## src/inc/tcpm_map.svh

```systemverilog
`ifndef TCPM_MAP_SVH
`define TCPM_MAP_SVH
// ----------------------------------------
// Register byte offsets
// ----------------------------------------
`define TCPM_OFF_CFG 8'h00
`define TCPM_OFF_AMR 8'h04
`define TCPM_OFF_BMR 8'h08
`define TCPM_OFF_CTL 8'h0c
`define TCPM_OFF_IMR 8'h18
`define TCPM_OFF_RIS 8'h1c
`define TCPM_OFF_MIS 8'h20
`define TCPM_OFF_ICR 8'h24
// Paired registers: half A at base, half B at base + 4
`define TCPM_OFF_ILR 8'h28
`define TCPM_OFF_MT 8'h30
`define TCPM_OFF_PR 8'h38
`define TCPM_OFF_PMR 8'h40
`define TCPM_OFF_TR 8'h48
`define TCPM_OFF_TV 8'h50
`define TCPM_PAIR_MASK 8'hf8
// ----------------------------------------
// Control fields, per half shifted by HALF, except the RTC stall override (half A only)
// ----------------------------------------
`define TCPM_CTL_HALF 8
`define TCPM_CTL_EN 0
`define TCPM_CTL_STALL 1
`define TCPM_CTL_EVT 2
`define TCPM_CTL_RTC_STALL_OVERRIDE_BIT 4
`define TCPM_CTL_OTE 5
`define TCPM_CTL_PWML 6
// ----------------------------------------
// Status fields, per half shifted by HALF, except RTC (half A only)
// ----------------------------------------
`define TCPM_ST_TO 0
`define TCPM_ST_CM 1
`define TCPM_ST_CE 2
`define TCPM_ST_RTC 3
// ----------------------------------------
// Mode field values and reset values
// ----------------------------------------
`define TCPM_MR_ONESHOT 2'h1
`define TCPM_MR_PERIODIC 2'h2
`define TCPM_MR_CAPTURE 2'h3
`define TCPM_RST_CNT 16'hffff
`define TCPM_RST_PR 8'h00
`define TCPM_RTC_FIRST 32'h00000001
// ----------------------------------------
// Slow clock rising edges per RTC second
// ----------------------------------------
`define TCPM_RTC_DIV 32768
`define TCPM_RESP_OK 2'h0
`define TCPM_RESP_ERR 2'h2
`endif

```

## src/inc/tcpm_pkg.sv

```systemverilog
`default_nettype none
package tcpm_pkg;
   typedef enum logic [2:0] {
      TCPM_W_CAT = 3'h0,
      TCPM_W_RTC = 3'h1,
      TCPM_W_SPLIT = 3'h4
   } tcpm_width_t;
   typedef enum logic [1:0] {
      TCPM_E_RISE = 2'h0,
      TCPM_E_FALL = 2'h1,
      TCPM_E_RSVD = 2'h2,
      TCPM_E_BOTH = 2'h3
   } tcpm_edge_t;
   typedef struct packed {
      logic wot;
      logic ams;
      logic cmr;
      logic [1:0] mr;
   } tcpm_mode_t;
   typedef struct packed {
      logic tmr;
      logic ecnt;
      logic etim;
      logic pwm;
   } tcpm_kind_t;
endpackage
`default_nettype wire

```

## src/tcpm_timer.sv

```systemverilog
// Implementation choices: the placing of the registers and the AXI4-Lite slave port.
`timescale 1ns/1ps
`default_nettype none
`include "tcpm_map.svh"
module tcpm_timer #(
   parameter int unsigned RTC_DIV = `TCPM_RTC_DIV
) (
   // Clock and reset
   input wire logic aclk,
   input wire logic aresetn,
   // AXI4-Lite write
   input wire logic [7:0] s_axi_awaddr,
   input wire logic s_axi_awvalid,
   output logic s_axi_awready,
   input wire logic [31:0] s_axi_wdata,
   input wire logic [3:0] s_axi_wstrb,
   input wire logic s_axi_wvalid,
   output logic s_axi_wready,
   output logic [1:0] s_axi_bresp,
   output logic s_axi_bvalid,
   input wire logic s_axi_bready,
   // AXI4-Lite read
   input wire logic [7:0] s_axi_araddr,
   input wire logic s_axi_arvalid,
   output logic s_axi_arready,
   output logic [31:0] s_axi_rdata,
   output logic [1:0] s_axi_rresp,
   output logic s_axi_rvalid,
   input wire logic s_axi_rready,
   // Capture pins, bit 0 is the even pin
   input wire logic [1:0] ccp_in,
   output logic [1:0] pwm_out,
   // Daisy chain and system
   input wire logic trig_in,
   output logic trig_out,
   input wire logic dbg_halt,
   output logic irq,
   output logic adc_trig
);
   localparam int HS = `TCPM_CTL_HALF;
   localparam logic [15:0] DIV_TOP = 16'(RTC_DIV - 1);

   if (RTC_DIV < 2 || RTC_DIV > 65536) begin : g_chk
      $error("RTC_DIV out of range");
   end

   // ----------------------------------------
   // State
   // ----------------------------------------
   tcpm_pkg::tcpm_width_t cfg_q;
   tcpm_pkg::tcpm_mode_t mr_q [2];
   tcpm_pkg::tcpm_kind_t kd [2];
   logic [15:0] ctl_q, imr_q, ris_q, set_v;
   logic [15:0] ilr_q [2];
   logic [15:0] mt_q [2];
   logic [15:0] cnt_q [2];
   logic [15:0] cap_q [2];
   logic [15:0] fr_q [2];
   logic [7:0] pr_q [2];
   logic [7:0] pmr_q [2];
   logic [7:0] pre_q [2];
   logic [23:0] nxt [2];
   logic [15:0] trv [2];
   logic [15:0] tvv [2];
   logic [1:0] s1_q, s2_q, s3_q, rise, fall, edg;
   logic [1:0] en, start, stall, go, to_ev, cm_ev, ce_ev, clr_en;
   logic [1:0] run_q, en_prev_q, trig_src, pwm_lv_q, pwm_lv;
   logic [15:0] div_q;
   logic rtc_seen_q, split, rtc, cat, rtc_tick, rtc_hit;
   logic [31:0] pair, rtc_nxt;
   // Bus side
   logic aw_v_q, w_v_q, do_wr, wr_ok, rd_ok;
   logic [7:0] aw_a_q;
   logic [31:0] w_d_q, rd_d;
   logic [3:0] w_s_q;

   function automatic logic [31:0] wmrg(input logic [31:0] o,
      input logic [31:0] d, input logic [3:0] s);
      logic [31:0] r;
      r = o;
      for (int b = 0; b < 4; b++) begin
         if (s[b]) begin
            r[8*b +: 8] = d[8*b +: 8];
         end
      end
      return r;
   endfunction

   // ----------------------------------------
   // Pin synchroniser
   // ----------------------------------------
   always_ff @(posedge aclk) begin
      if (!aresetn) begin
         s1_q <= 2'h0;
         s2_q <= 2'h0;
         s3_q <= 2'h0;
      end else begin
         s1_q <= ccp_in;
         s2_q <= s1_q;
         s3_q <= s2_q;
      end
   end

   // ----------------------------------------
   // Mode decode and events
   // ----------------------------------------
   always_comb begin
      rise = s2_q & ~s3_q;
      fall = ~s2_q & s3_q;
      split = (cfg_q == tcpm_pkg::TCPM_W_SPLIT);
      rtc = (cfg_q == tcpm_pkg::TCPM_W_RTC);
      cat = (cfg_q == tcpm_pkg::TCPM_W_CAT);
      pair = {cnt_q[1], cnt_q[0]};
      set_v = 16'h0;
      for (int h = 0; h < 2; h++) begin
         kd[h].tmr = ((h == 0) ? (split || cat) : split) && !mr_q[h].ams
            && (mr_q[h].mr == `TCPM_MR_ONESHOT
            || mr_q[h].mr == `TCPM_MR_PERIODIC);
         kd[h].ecnt = split && !mr_q[h].ams && !mr_q[h].cmr
            && mr_q[h].mr == `TCPM_MR_CAPTURE;
         kd[h].etim = split && !mr_q[h].ams && mr_q[h].cmr
            && mr_q[h].mr == `TCPM_MR_CAPTURE;
         kd[h].pwm = split && mr_q[h].ams && !mr_q[h].cmr
            && (mr_q[h].mr == `TCPM_MR_ONESHOT
            || mr_q[h].mr == `TCPM_MR_PERIODIC);
         en[h] = ctl_q[HS*h + `TCPM_CTL_EN];
         start[h] = en[h] && !en_prev_q[h];
         stall[h] = ctl_q[HS*h + `TCPM_CTL_STALL] && dbg_halt
            && !(h == 0 && rtc && ctl_q[`TCPM_CTL_RTC_STALL_OVERRIDE_BIT]);
         case (tcpm_pkg::tcpm_edge_t'(ctl_q[HS*h + `TCPM_CTL_EVT +: 2]))
            tcpm_pkg::TCPM_E_RISE: edg[h] = rise[h];
            tcpm_pkg::TCPM_E_FALL: edg[h] = fall[h];
            tcpm_pkg::TCPM_E_BOTH: edg[h] = rise[h] | fall[h];
            default: edg[h] = 1'b0;
         endcase
         go[h] = en[h] && run_q[h] && !stall[h] && !start[h];
         nxt[h] = {pre_q[h], cnt_q[h]} - 24'h1;
         to_ev[h] = kd[h].tmr && go[h]
            && ((cat && h == 0) ? pair == 32'h0 : cnt_q[h] == 16'h0);
         cm_ev[h] = kd[h].ecnt && go[h] && edg[h]
            && nxt[h] == {pmr_q[h], mt_q[h]};
         ce_ev[h] = kd[h].etim && go[h] && edg[h];
         clr_en[h] = (to_ev[h] && mr_q[h].mr == `TCPM_MR_ONESHOT)
            || cm_ev[h];
         trv[h] = kd[h].etim ? cap_q[h] : cnt_q[h];
         tvv[h] = kd[h].ecnt ? fr_q[h] : cnt_q[h];
         pwm_lv[h] = (cnt_q[h] == ilr_q[h]) ? 1'b1 :
            (cnt_q[h] == mt_q[h]) ? 1'b0 : pwm_lv_q[h];
         set_v[HS*h + `TCPM_ST_TO] = to_ev[h];
         set_v[HS*h + `TCPM_ST_CM] = cm_ev[h];
         set_v[HS*h + `TCPM_ST_CE] = ce_ev[h];
      end
      trig_src[0] = trig_in;
      trig_src[1] = split && to_ev[0];
      rtc_tick = rtc && en[0] && !stall[0] && !start[0] && rise[0]
         && div_q == DIV_TOP;
      rtc_nxt = pair + 32'h1;
      rtc_hit = rtc_tick && rtc_nxt == {mt_q[1], mt_q[0]};
      set_v[`TCPM_ST_RTC] = rtc_hit;
   end

   // ----------------------------------------
   // Trigger wait and enable history
   // ----------------------------------------
   always_ff @(posedge aclk) begin
      if (!aresetn) begin
         run_q <= 2'h0;
         en_prev_q <= 2'h0;
      end else begin
         en_prev_q <= en;
         for (int h = 0; h < 2; h++) begin
            if (start[h]) begin
               run_q[h] <= !mr_q[h].wot || rtc;
            end else if (!en[h]) begin
               run_q[h] <= 1'b0;
            end else if (trig_src[h]) begin
               run_q[h] <= 1'b1;
            end
         end
      end
   end

   // ----------------------------------------
   // RTC prescaler
   // ----------------------------------------
   // Only rising edges of the slow clock advance it, so no fast-clock count
   always_ff @(posedge aclk) begin
      if (!aresetn) begin
         div_q <= 16'h0;
      end else if (!rtc || start[0]) begin
         div_q <= 16'h0;
      end else if (en[0] && !stall[0] && rise[0]) begin
         div_q <= (div_q == DIV_TOP) ? 16'h0 : div_q + 16'h1;
      end
   end

   // ----------------------------------------
   // Counters
   // ----------------------------------------
   always_ff @(posedge aclk) begin
      if (!aresetn) begin
         rtc_seen_q <= 1'b0;
         for (int h = 0; h < 2; h++) begin
            cnt_q[h] <= `TCPM_RST_CNT;
            cap_q[h] <= `TCPM_RST_CNT;
            fr_q[h] <= `TCPM_RST_CNT;
            pre_q[h] <= `TCPM_RST_PR;
         end
      end else if (rtc) begin
         if (start[0]) begin
            rtc_seen_q <= 1'b1;
            {cnt_q[1], cnt_q[0]} <= rtc_seen_q ?
               {ilr_q[1], ilr_q[0]} : `TCPM_RTC_FIRST;
         end else if (rtc_tick) begin
            {cnt_q[1], cnt_q[0]} <= rtc_nxt;
         end
      end else if (cat) begin
         if (start[0]) begin
            {cnt_q[1], cnt_q[0]} <= {ilr_q[1], ilr_q[0]};
         end else if (kd[0].tmr && go[0]) begin
            {cnt_q[1], cnt_q[0]} <= (pair == 32'h0) ?
               {ilr_q[1], ilr_q[0]} : pair - 32'h1;
         end
      end else begin
         for (int h = 0; h < 2; h++) begin
            if (start[h]) begin
               cnt_q[h] <= ilr_q[h];
               fr_q[h] <= ilr_q[h];
               pre_q[h] <= kd[h].ecnt ? pr_q[h] : `TCPM_RST_PR;
            end else if (kd[h].ecnt) begin
               if (go[h]) begin
                  fr_q[h] <= fr_q[h] - 16'h1;
               end
               if (cm_ev[h]) begin
                  {pre_q[h], cnt_q[h]} <= {pr_q[h], ilr_q[h]};
               end else if (go[h] && edg[h]) begin
                  {pre_q[h], cnt_q[h]} <= nxt[h];
               end
            end else if (go[h] && (kd[h].tmr || kd[h].etim
                  || kd[h].pwm)) begin
               cnt_q[h] <= (cnt_q[h] == 16'h0) ? ilr_q[h]
                  : cnt_q[h] - 16'h1;
               if (ce_ev[h]) begin
                  cap_q[h] <= cnt_q[h];
               end
            end
         end
      end
   end

   // ----------------------------------------
   // Outputs: PWM, trigger, ADC, interrupt
   // ----------------------------------------
   always_ff @(posedge aclk) begin
      if (!aresetn) begin
         pwm_lv_q <= 2'h0;
         pwm_out <= 2'h0;
         trig_out <= 1'b0;
         adc_trig <= 1'b0;
         irq <= 1'b0;
      end else begin
         for (int h = 0; h < 2; h++) begin
            pwm_lv_q[h] <= kd[h].pwm && en[h] && pwm_lv[h];
            pwm_out[h] <= (kd[h].pwm && en[h] && pwm_lv[h])
               ^ ctl_q[HS*h + `TCPM_CTL_PWML];
         end
         trig_out <= split ? to_ev[1] : to_ev[0];
         adc_trig <= |((to_ev | cm_ev | ce_ev)
            & {ctl_q[HS + `TCPM_CTL_OTE], ctl_q[`TCPM_CTL_OTE]});
         irq <= |(ris_q & imr_q);
      end
   end

   // ----------------------------------------
   // AXI4-Lite write channel
   // ----------------------------------------
   assign do_wr = aw_v_q && w_v_q && !s_axi_bvalid;

   always_ff @(posedge aclk) begin
      if (!aresetn) begin
         aw_v_q <= 1'b0;
         w_v_q <= 1'b0;
         aw_a_q <= 8'h0;
         w_d_q <= 32'h0;
         w_s_q <= 4'h0;
         s_axi_awready <= 1'b1;
         s_axi_wready <= 1'b1;
         s_axi_bvalid <= 1'b0;
         s_axi_bresp <= `TCPM_RESP_OK;
      end else begin
         if (s_axi_awvalid && s_axi_awready) begin
            aw_v_q <= 1'b1;
            aw_a_q <= s_axi_awaddr;
            s_axi_awready <= 1'b0;
         end
         if (s_axi_wvalid && s_axi_wready) begin
            w_v_q <= 1'b1;
            w_d_q <= s_axi_wdata;
            w_s_q <= s_axi_wstrb;
            s_axi_wready <= 1'b0;
         end
         if (do_wr) begin
            s_axi_bvalid <= 1'b1;
            s_axi_bresp <= wr_ok ? `TCPM_RESP_OK : `TCPM_RESP_ERR;
         end
         if (s_axi_bvalid && s_axi_bready) begin
            s_axi_bvalid <= 1'b0;
            aw_v_q <= 1'b0;
            w_v_q <= 1'b0;
            s_axi_awready <= 1'b1;
            s_axi_wready <= 1'b1;
         end
      end
   end

   // Value and readback registers are read-only
   always_comb begin
      case (aw_a_q & `TCPM_PAIR_MASK)
         `TCPM_OFF_ILR, `TCPM_OFF_MT, `TCPM_OFF_PR, `TCPM_OFF_PMR:
            wr_ok = 1'b1;
         default: wr_ok = aw_a_q == `TCPM_OFF_CFG
            || aw_a_q == `TCPM_OFF_AMR || aw_a_q == `TCPM_OFF_BMR
            || aw_a_q == `TCPM_OFF_CTL || aw_a_q == `TCPM_OFF_IMR
            || aw_a_q == `TCPM_OFF_ICR;
      endcase
   end

   // ----------------------------------------
   // Configuration registers
   // ----------------------------------------
   always_ff @(posedge aclk) begin
      if (!aresetn) begin
         cfg_q <= tcpm_pkg::TCPM_W_CAT;
         imr_q <= 16'h0;
         for (int h = 0; h < 2; h++) begin
            mr_q[h] <= '0;
            ilr_q[h] <= `TCPM_RST_CNT;
            mt_q[h] <= `TCPM_RST_CNT;
            pr_q[h] <= `TCPM_RST_PR;
            pmr_q[h] <= `TCPM_RST_PR;
         end
      end else if (do_wr) begin
         if (aw_a_q == `TCPM_OFF_CFG) begin
            cfg_q <= tcpm_pkg::tcpm_width_t'(
               3'(wmrg({29'h0, cfg_q}, w_d_q, w_s_q)));
         end
         if (aw_a_q == `TCPM_OFF_IMR) begin
            imr_q <= 16'(wmrg({16'h0, imr_q}, w_d_q, w_s_q));
         end
         for (int h = 0; h < 2; h++) begin
            if (aw_a_q == (h == 0 ? `TCPM_OFF_AMR : `TCPM_OFF_BMR)) begin
               mr_q[h] <= 5'(wmrg({27'h0, mr_q[h]}, w_d_q, w_s_q));
            end
         end
         // In concatenated modes a word at half A of ILR or MT fills both halves
         for (int h = 0; h < 2; h++) begin
            if ((aw_a_q & `TCPM_PAIR_MASK) == `TCPM_OFF_ILR) begin
               if (!split && !aw_a_q[2]) begin
                  ilr_q[h] <= 16'(wmrg({ilr_q[1], ilr_q[0]}, w_d_q,
                     w_s_q) >> (16*h));
               end else if (aw_a_q[2] == h[0]) begin
                  ilr_q[h] <= 16'(wmrg({16'h0, ilr_q[h]}, w_d_q, w_s_q));
               end
            end
            if ((aw_a_q & `TCPM_PAIR_MASK) == `TCPM_OFF_MT) begin
               if (!split && !aw_a_q[2]) begin
                  mt_q[h] <= 16'(wmrg({mt_q[1], mt_q[0]}, w_d_q,
                     w_s_q) >> (16*h));
               end else if (aw_a_q[2] == h[0]) begin
                  mt_q[h] <= 16'(wmrg({16'h0, mt_q[h]}, w_d_q, w_s_q));
               end
            end
            if (aw_a_q == (`TCPM_OFF_PR | {5'h0, h[0], 2'h0})) begin
               pr_q[h] <= 8'(wmrg({24'h0, pr_q[h]}, w_d_q, w_s_q));
            end
            if (aw_a_q == (`TCPM_OFF_PMR | {5'h0, h[0], 2'h0})) begin
               pmr_q[h] <= 8'(wmrg({24'h0, pmr_q[h]}, w_d_q, w_s_q));
            end
         end
      end
   end

   // ----------------------------------------
   // Control register with hardware clears
   // ----------------------------------------
   always_ff @(posedge aclk) begin
      if (!aresetn) begin
         ctl_q <= 16'h0;
      end else begin
         ctl_q <= (do_wr && aw_a_q == `TCPM_OFF_CTL) ?
            16'(wmrg({16'h0, ctl_q}, w_d_q, w_s_q)) : ctl_q;
         for (int h = 0; h < 2; h++) begin
            if (clr_en[h]) begin
               ctl_q[HS*h + `TCPM_CTL_EN] <= 1'b0;
            end
         end
      end
   end

   // ----------------------------------------
   // Raw status, write one to clear
   // ----------------------------------------
   // A new event in the clearing cycle survives the clear
   always_ff @(posedge aclk) begin
      if (!aresetn) begin
         ris_q <= 16'h0;
      end else if (do_wr && aw_a_q == `TCPM_OFF_ICR) begin
         ris_q <= (ris_q & ~16'(wmrg(32'h0, w_d_q, w_s_q)))
            | set_v;
      end else begin
         ris_q <= ris_q | set_v;
      end
   end

   // ----------------------------------------
   // AXI4-Lite read channel
   // ----------------------------------------
   always_comb begin
      rd_d = 32'h0;
      rd_ok = 1'b1;
      case (s_axi_araddr & `TCPM_PAIR_MASK)
         `TCPM_OFF_ILR: rd_d = (!split && !s_axi_araddr[2]) ?
            {ilr_q[1], ilr_q[0]} : {16'h0, ilr_q[s_axi_araddr[2]]};
         `TCPM_OFF_MT: rd_d = (!split && !s_axi_araddr[2]) ?
            {mt_q[1], mt_q[0]} : {16'h0, mt_q[s_axi_araddr[2]]};
         `TCPM_OFF_PR: rd_d = {24'h0, pr_q[s_axi_araddr[2]]};
         `TCPM_OFF_PMR: rd_d = {24'h0, pmr_q[s_axi_araddr[2]]};
         `TCPM_OFF_TR: rd_d = (!split && !s_axi_araddr[2]) ?
            pair : {16'h0, trv[s_axi_araddr[2]]};
         `TCPM_OFF_TV: rd_d = (!split && !s_axi_araddr[2]) ?
            pair : {16'h0, tvv[s_axi_araddr[2]]};
         default: begin
            case (s_axi_araddr)
               `TCPM_OFF_CFG: rd_d = {29'h0, cfg_q};
               `TCPM_OFF_AMR: rd_d = {27'h0, mr_q[0]};
               `TCPM_OFF_BMR: rd_d = {27'h0, mr_q[1]};
               `TCPM_OFF_CTL: rd_d = {16'h0, ctl_q};
               `TCPM_OFF_IMR: rd_d = {16'h0, imr_q};
               `TCPM_OFF_RIS: rd_d = {16'h0, ris_q};
               `TCPM_OFF_MIS: rd_d = {16'h0, ris_q & imr_q};
               `TCPM_OFF_ICR: rd_d = 32'h0;
               default: rd_ok = 1'b0;
            endcase
         end
      endcase
   end

   always_ff @(posedge aclk) begin
      if (!aresetn) begin
         s_axi_arready <= 1'b1;
         s_axi_rvalid <= 1'b0;
         s_axi_rdata <= 32'h0;
         s_axi_rresp <= `TCPM_RESP_OK;
      end else if (s_axi_arvalid && s_axi_arready) begin
         s_axi_arready <= 1'b0;
         s_axi_rvalid <= 1'b1;
         s_axi_rdata <= rd_d;
         s_axi_rresp <= rd_ok ? `TCPM_RESP_OK : `TCPM_RESP_ERR;
      end else if (s_axi_rvalid && s_axi_rready) begin
         s_axi_rvalid <= 1'b0;
         s_axi_arready <= 1'b1;
      end
   end
endmodule
`default_nettype wire

```

## config.mk

```make
export PLATFORM = sky130hd
export DESIGN_NAME = tcpm_timer
export DESIGN_NICKNAME = d
export VERILOG_FILES = /design/src/inc/tcpm_pkg.sv /design/src/tcpm_timer.sv
export VERILOG_INCLUDE_DIRS = /design/src /design/src/inc
export SDC_FILE = /design/constraint.sdc
export NUM_CORES = 1
export LEC_CHECK = 0
export ABC_AREA = 0
export BUFFER_PORTS_ARGS = -buffer_cell sky130_fd_sc_hd__buf_4
export CORE_ASPECT_RATIO = 1.25
export CORE_UTILIZATION = 50
export CTS_BUF_LIST = sky130_fd_sc_hd__clkbuf_4 sky130_fd_sc_hd__clkbuf_8
export DETAILED_ROUTE_END_ITERATION = 8
export PLACE_DENSITY = 0.66
export SLEW_MARGIN = 5
export SYNTH_ARGS = -nofsm -noshare
export SYNTH_HDL_FRONTEND = slang
export SYNTH_SLANG_ARGS = --single-unit
```

## constraint.sdc

```tcl
create_clock -name aclk -period 12.5 [get_ports aclk]
set_clock_uncertainty 0.15 [all_clocks]
set_input_delay 2.5 -clock aclk [delete_from_list [all_inputs] [get_ports aclk]]
set_output_delay 2.5 -clock aclk [all_outputs]
set_load 0.1 [all_outputs]
```

==> results.txt <==
----------------------------------------------------
[CTS]
  H-Tree Level Count ... 3
  Resized Gates After CTS ... 0
  CTS tree ... yes
  Cts bufs inserted ... 67
  Number of post-CTS setup repair buffers ... 0
  Number of sinks handled by clock tree synthesis ... 388
  CTS Root Cell ... sky130_fd_sc_hd__clkbuf_8
  Clock-pin slew on the worst setup and hold paths ... 0.06 ns
  CTS Hold Buffers Added ... 0
  Clock Tree Buf Depth ... 3
  Clock latency on the worst-skew pair ... 0.69 ns

[Timing]
  Fin. Hold Viols ... 0
  Ratio of final minimum period to clock period ... 42.4%
  Worst hold slack across all endpoints ... 0.284 ns
  Min Clock Period, post-route ... 5.30 ns
  Final setup violation count ... 0
  Tightest Pin Transition ... 1.30 ns
  Max-slew violation total from the final report ... 0
  Relative slew slack ... 12.5%
  Post-route setup TNS ... 0 ns
  RSZ-0062 raised after global routing ... no
  Fmax achieved ... 189 MHz

[Floorplanning]
  Core outline area ... 47300 um^2
  Top-level port count ... 109
  Initial core utilization ... 50.9%
  Die Y-Extent ... 247 um
  Total die area ... 49000 um^2
  # rows ... 89
  Horizontal die dimension ... 198 um

[Power and ir drop]
  Maximum vdd drop ... 0.105 mV
  Switching share of power ... 27.3%
  Combinational share of power ... 7.5%
  Static leakage ... 9.07 nW
  Share of power burned in registers ... 49.3%
  Net switching power ... 0.000765 W
  Fraction of power consumed by the clock network ... 43.2%
  Internal portion of total power ... 0.00204 W
  Total power density per cell area ... 106 nW/um^2
  Total Power Consumption ... 0.00281 W

[Routing]
  DRC ... 1
  Wire per inst ... 30.0 um
  Via count ... 24000
  Final wirelength ... 106 mm
  Iteration-0 DRC Markers ... 3489
  Detailed-router iteration count before antenna repair ... 9
  Post-DR vias/cell ... 6.80
  Residual antenna-violating net count after detailed routing ... 0

[Yosys]
  Most used flip-flop cell after synthesis ... sky130_fd_sc_hd__dfxtp_1
  Cells after Synth ... 2838
  Distinct cells, synth ... 100
  Area of the mapped netlist ... 24100 um^2
  Ranking of synthesized cells by area ... sky130_fd_sc_hd__edfxtp_1, sky130_fd_sc_hd__dfxtp_1, sky130_fd_sc_hd__nand2_1
  Number of warnings issued by yosys ... 0
  Top cell type's share of synthesized area ... 21.2%
  Sequential share of the synthesized area ... 39.3%
  Synthesized area per cell ... 8.48 um^2
  Area leader, netlist ... sky130_fd_sc_hd__edfxtp_1
  Number of synthesized flops with an enable pin ... 170
  FFs w/ async S/R, synth ... 0%
  Synth Register Bits ... 388

[Setup path]
  Path type of the worst setup path ... in2reg
  Critical Path Fanout Max ... 19
  Nature of the critical path startpoint ... input port
  Series of cell instances along the critical path ... buf_4 > nor2_1 > and2_1 > nand3b_1 > nand2_1 > o31a_1 > a221o_1 > o21ai_0 > a31oi_1
  Crit path arrival time ... 5.75 ns
  Cell type of the slowest stage on the worst timing path ... sky130_fd_sc_hd__nand2_1
  Type of destination of the critical path ... flop
  Required time of the critical path ... 12.95 ns
  Largest stage delay, worst path ... 0.77 ns

[Placement]
  Count of input and output buffers ... 106
  Routability-driven placement congestion ratio ... 1.05
  Post-DP HPWL ... 79.4 mm
  Dpl cells ... 3408
  Cell area after placement ... 25200 um^2

[GRT]
  Global routing usage summed across all routing layers ... 43.0%
  Initial antenna violation count ... 1
  First-pass GRT wire length ... 151 mm
  Global route overflow ... 0
  Pin count of the biggest net entering global routing ... 80
  Number of global-route vias before repair ... 22200

[Flow run]
  Max Cap Viol ... 0

[Finish]
  Proportion of layout cells with a drive suffix above 1 ... 13.6%
  Total number of nets in the final design ... 2919
  Layout Cell Area excl Fill ... 26600 um^2
  Post-route insts no fill ... 3530
  Relative area change from synthesis to final layout ... 10.4%

[Status]
  Outcome ... finished with violations
  Violated checks ... design-rule violations

[Hold path]
  Type of the worst min-delay path ... reg2reg

----------------------------------------------------
[cell families after synthesis]
group	synth area share, %
simple gates	23.2
compound gates	20.1
flops	39.3
buf+inv	4.45
xor+xnor	8.15
mux	3.94
fa+ha+maj	0.832
other cells	0.0156
[stage by stage]
step                      setup slack [ns]  utilization (%)
after global placement                6.76             53.3
after floorplan                       7.73                -
after global routing                  7.03             56.1
after detailed placement              6.70             53.3
after CTS                             7.40             56.1
final                                 7.20             56.1
[metal layers]
layer,global-route usage [%],share of wire (%),vias up
met3,10.1,12,448
li1,-,-,10400
met2,64.7,43,1778
met5,0,0,-
met4,31.9,8.2,0
met1,53.6,37,11400
[synth_stat cells, types with 12 or more instances]
| cell | number |
|---|---|
| sky130_fd_sc_hd__nand2_1 | 366 |
| sky130_fd_sc_hd__nor2_1 | 234 |
| sky130_fd_sc_hd__dfxtp_1 | 218 |
| sky130_fd_sc_hd__a21oi_1 | 216 |
| sky130_fd_sc_hd__clkbuf_1 | 195 |
| sky130_fd_sc_hd__edfxtp_1 | 170 |
| sky130_fd_sc_hd__o21ai_0 | 124 |
| sky130_fd_sc_hd__xnor2_1 | 112 |
| sky130_fd_sc_hd__xor2_1 | 112 |
| sky130_fd_sc_hd__nand3_1 | 99 |
| sky130_fd_sc_hd__mux2i_1 | 73 |
| sky130_fd_sc_hd__nor3_1 | 66 |
| sky130_fd_sc_hd__or2_2 | 59 |
| sky130_fd_sc_hd__nor4_1 | 48 |
| sky130_fd_sc_hd__and2_1 | 47 |
| sky130_fd_sc_hd__a221oi_1 | 43 |
| sky130_fd_sc_hd__a31oi_1 | 36 |
| sky130_fd_sc_hd__nand4_1 | 35 |
| sky130_fd_sc_hd__o22a_1 | 33 |
| sky130_fd_sc_hd__inv_1 | 31 |
| sky130_fd_sc_hd__o211ai_1 | 31 |
| sky130_fd_sc_hd__nand2b_1 | 28 |
| sky130_fd_sc_hd__a22oi_1 | 26 |
| sky130_fd_sc_hd__or3_1 | 25 |
| sky130_fd_sc_hd__nor2b_1 | 23 |
| sky130_fd_sc_hd__and3_1 | 22 |
| sky130_fd_sc_hd__o221ai_1 | 21 |
| sky130_fd_sc_hd__a222oi_1 | 18 |
| sky130_fd_sc_hd__mux2_2 | 18 |
| sky130_fd_sc_hd__buf_1 | 17 |
| sky130_fd_sc_hd__ha_1 | 16 |
| sky130_fd_sc_hd__o2111ai_1 | 16 |
| sky130_fd_sc_hd__nor3b_1 | 15 |
| sky130_fd_sc_hd__or4_1 | 14 |
| sky130_fd_sc_hd__a211oi_1 | 13 |
| sky130_fd_sc_hd__buf_2 | 13 |
| sky130_fd_sc_hd__a21o_1 | 12 |
| sky130_fd_sc_hd__o31ai_1 | 12 |
[power groups by stage]
stage	combinational (W)	clock (W)	sequential (W)
2_1_floorplan	0.000104	0	0.00142
3_3_place_gp	0.000206	0	0.00141
3_5_place_dp	0.000208	0	0.00141
4_1_cts	0.000209	0.00122	0.00138
5_1_grt	0.000223	0.00127	0.00138
6_report	0.000211	0.00121	0.00138
[placed cells by master, fill, tap and decap left out, types with 25 or more instances in the layout]
cell type,instances
sky130_fd_sc_hd__edfxtp_1,170
sky130_fd_sc_hd__or2_2,59
sky130_fd_sc_hd__o22a_1,33
sky130_fd_sc_hd__inv_1,30
sky130_fd_sc_hd__a22oi_1,26
sky130_fd_sc_hd__a21oi_1,216
sky130_fd_sc_hd__and2_1,47
sky130_fd_sc_hd__nand2b_1,28
sky130_fd_sc_hd__nand2_1,366
sky130_fd_sc_hd__nor4_1,48
sky130_fd_sc_hd__nand4_1,35
sky130_fd_sc_hd__nor3_1,64
sky130_fd_sc_hd__or3_1,25
sky130_fd_sc_hd__nor2_1,234
sky130_fd_sc_hd__dfxtp_1,218
sky130_fd_sc_hd__o21ai_0,123
sky130_fd_sc_hd__o211ai_1,31
sky130_fd_sc_hd__a31oi_1,36
sky130_fd_sc_hd__clkbuf_8,79
sky130_fd_sc_hd__buf_4,165
sky130_fd_sc_hd__xnor2_1,112
sky130_fd_sc_hd__a221oi_1,43
sky130_fd_sc_hd__mux2i_1,73
sky130_fd_sc_hd__xor2_1,112
sky130_fd_sc_hd__nand3_1,99
[state kept, by name (all words and copies together), names as in the netlist, 3 cells and up]
signal / flops
mr_q: 10
mt_q: 32
w_d_q: 32
div_q: 16
cfg_q: 3
ctl_q: 16
imr_q: 16
cnt_q: 32
fr_q: 32
ilr_q: 32
pr_q: 16
cap_q: 32
pre_q: 16
ris_q: 16
aw_a_q: 8
w_s_q: 4
pmr_q: 16
s_axi_rdata: 32
[worst max-delay path: cells and delay by family]
family          cells  cell delay, ns
buf+inv             1            0.15
simple gates        4            1.73
compound gates      4            1.38
[layout make-up]
type                            count  area, um^2
Antenna cell                        1        2.50
Clock buffer                       99        1240
Clock inverter                     22         121
Fill cell                        4410       20800
Inverter                           34         130
Multi-Input combinational cell   2184       13600
Sequential cell                   388        9470
Tap cell                          637         797
Timing Repair Buffer              165        1240
[path summary, 6_finish.rpt]
kind                    from        endpoint  slack, ns  cells past startpoint
max          s_axi_araddr[5]  s_axi_rdata[4]       7.20                      9
min                  s1_q[1]         s2_q[1]       0.28                      1
max reg2reg        cnt_q[16]       pre_q[10]       7.26                     11
min reg2reg          s1_q[1]         s2_q[1]       0.28                      1
Power figures use the tool's default switching activity.
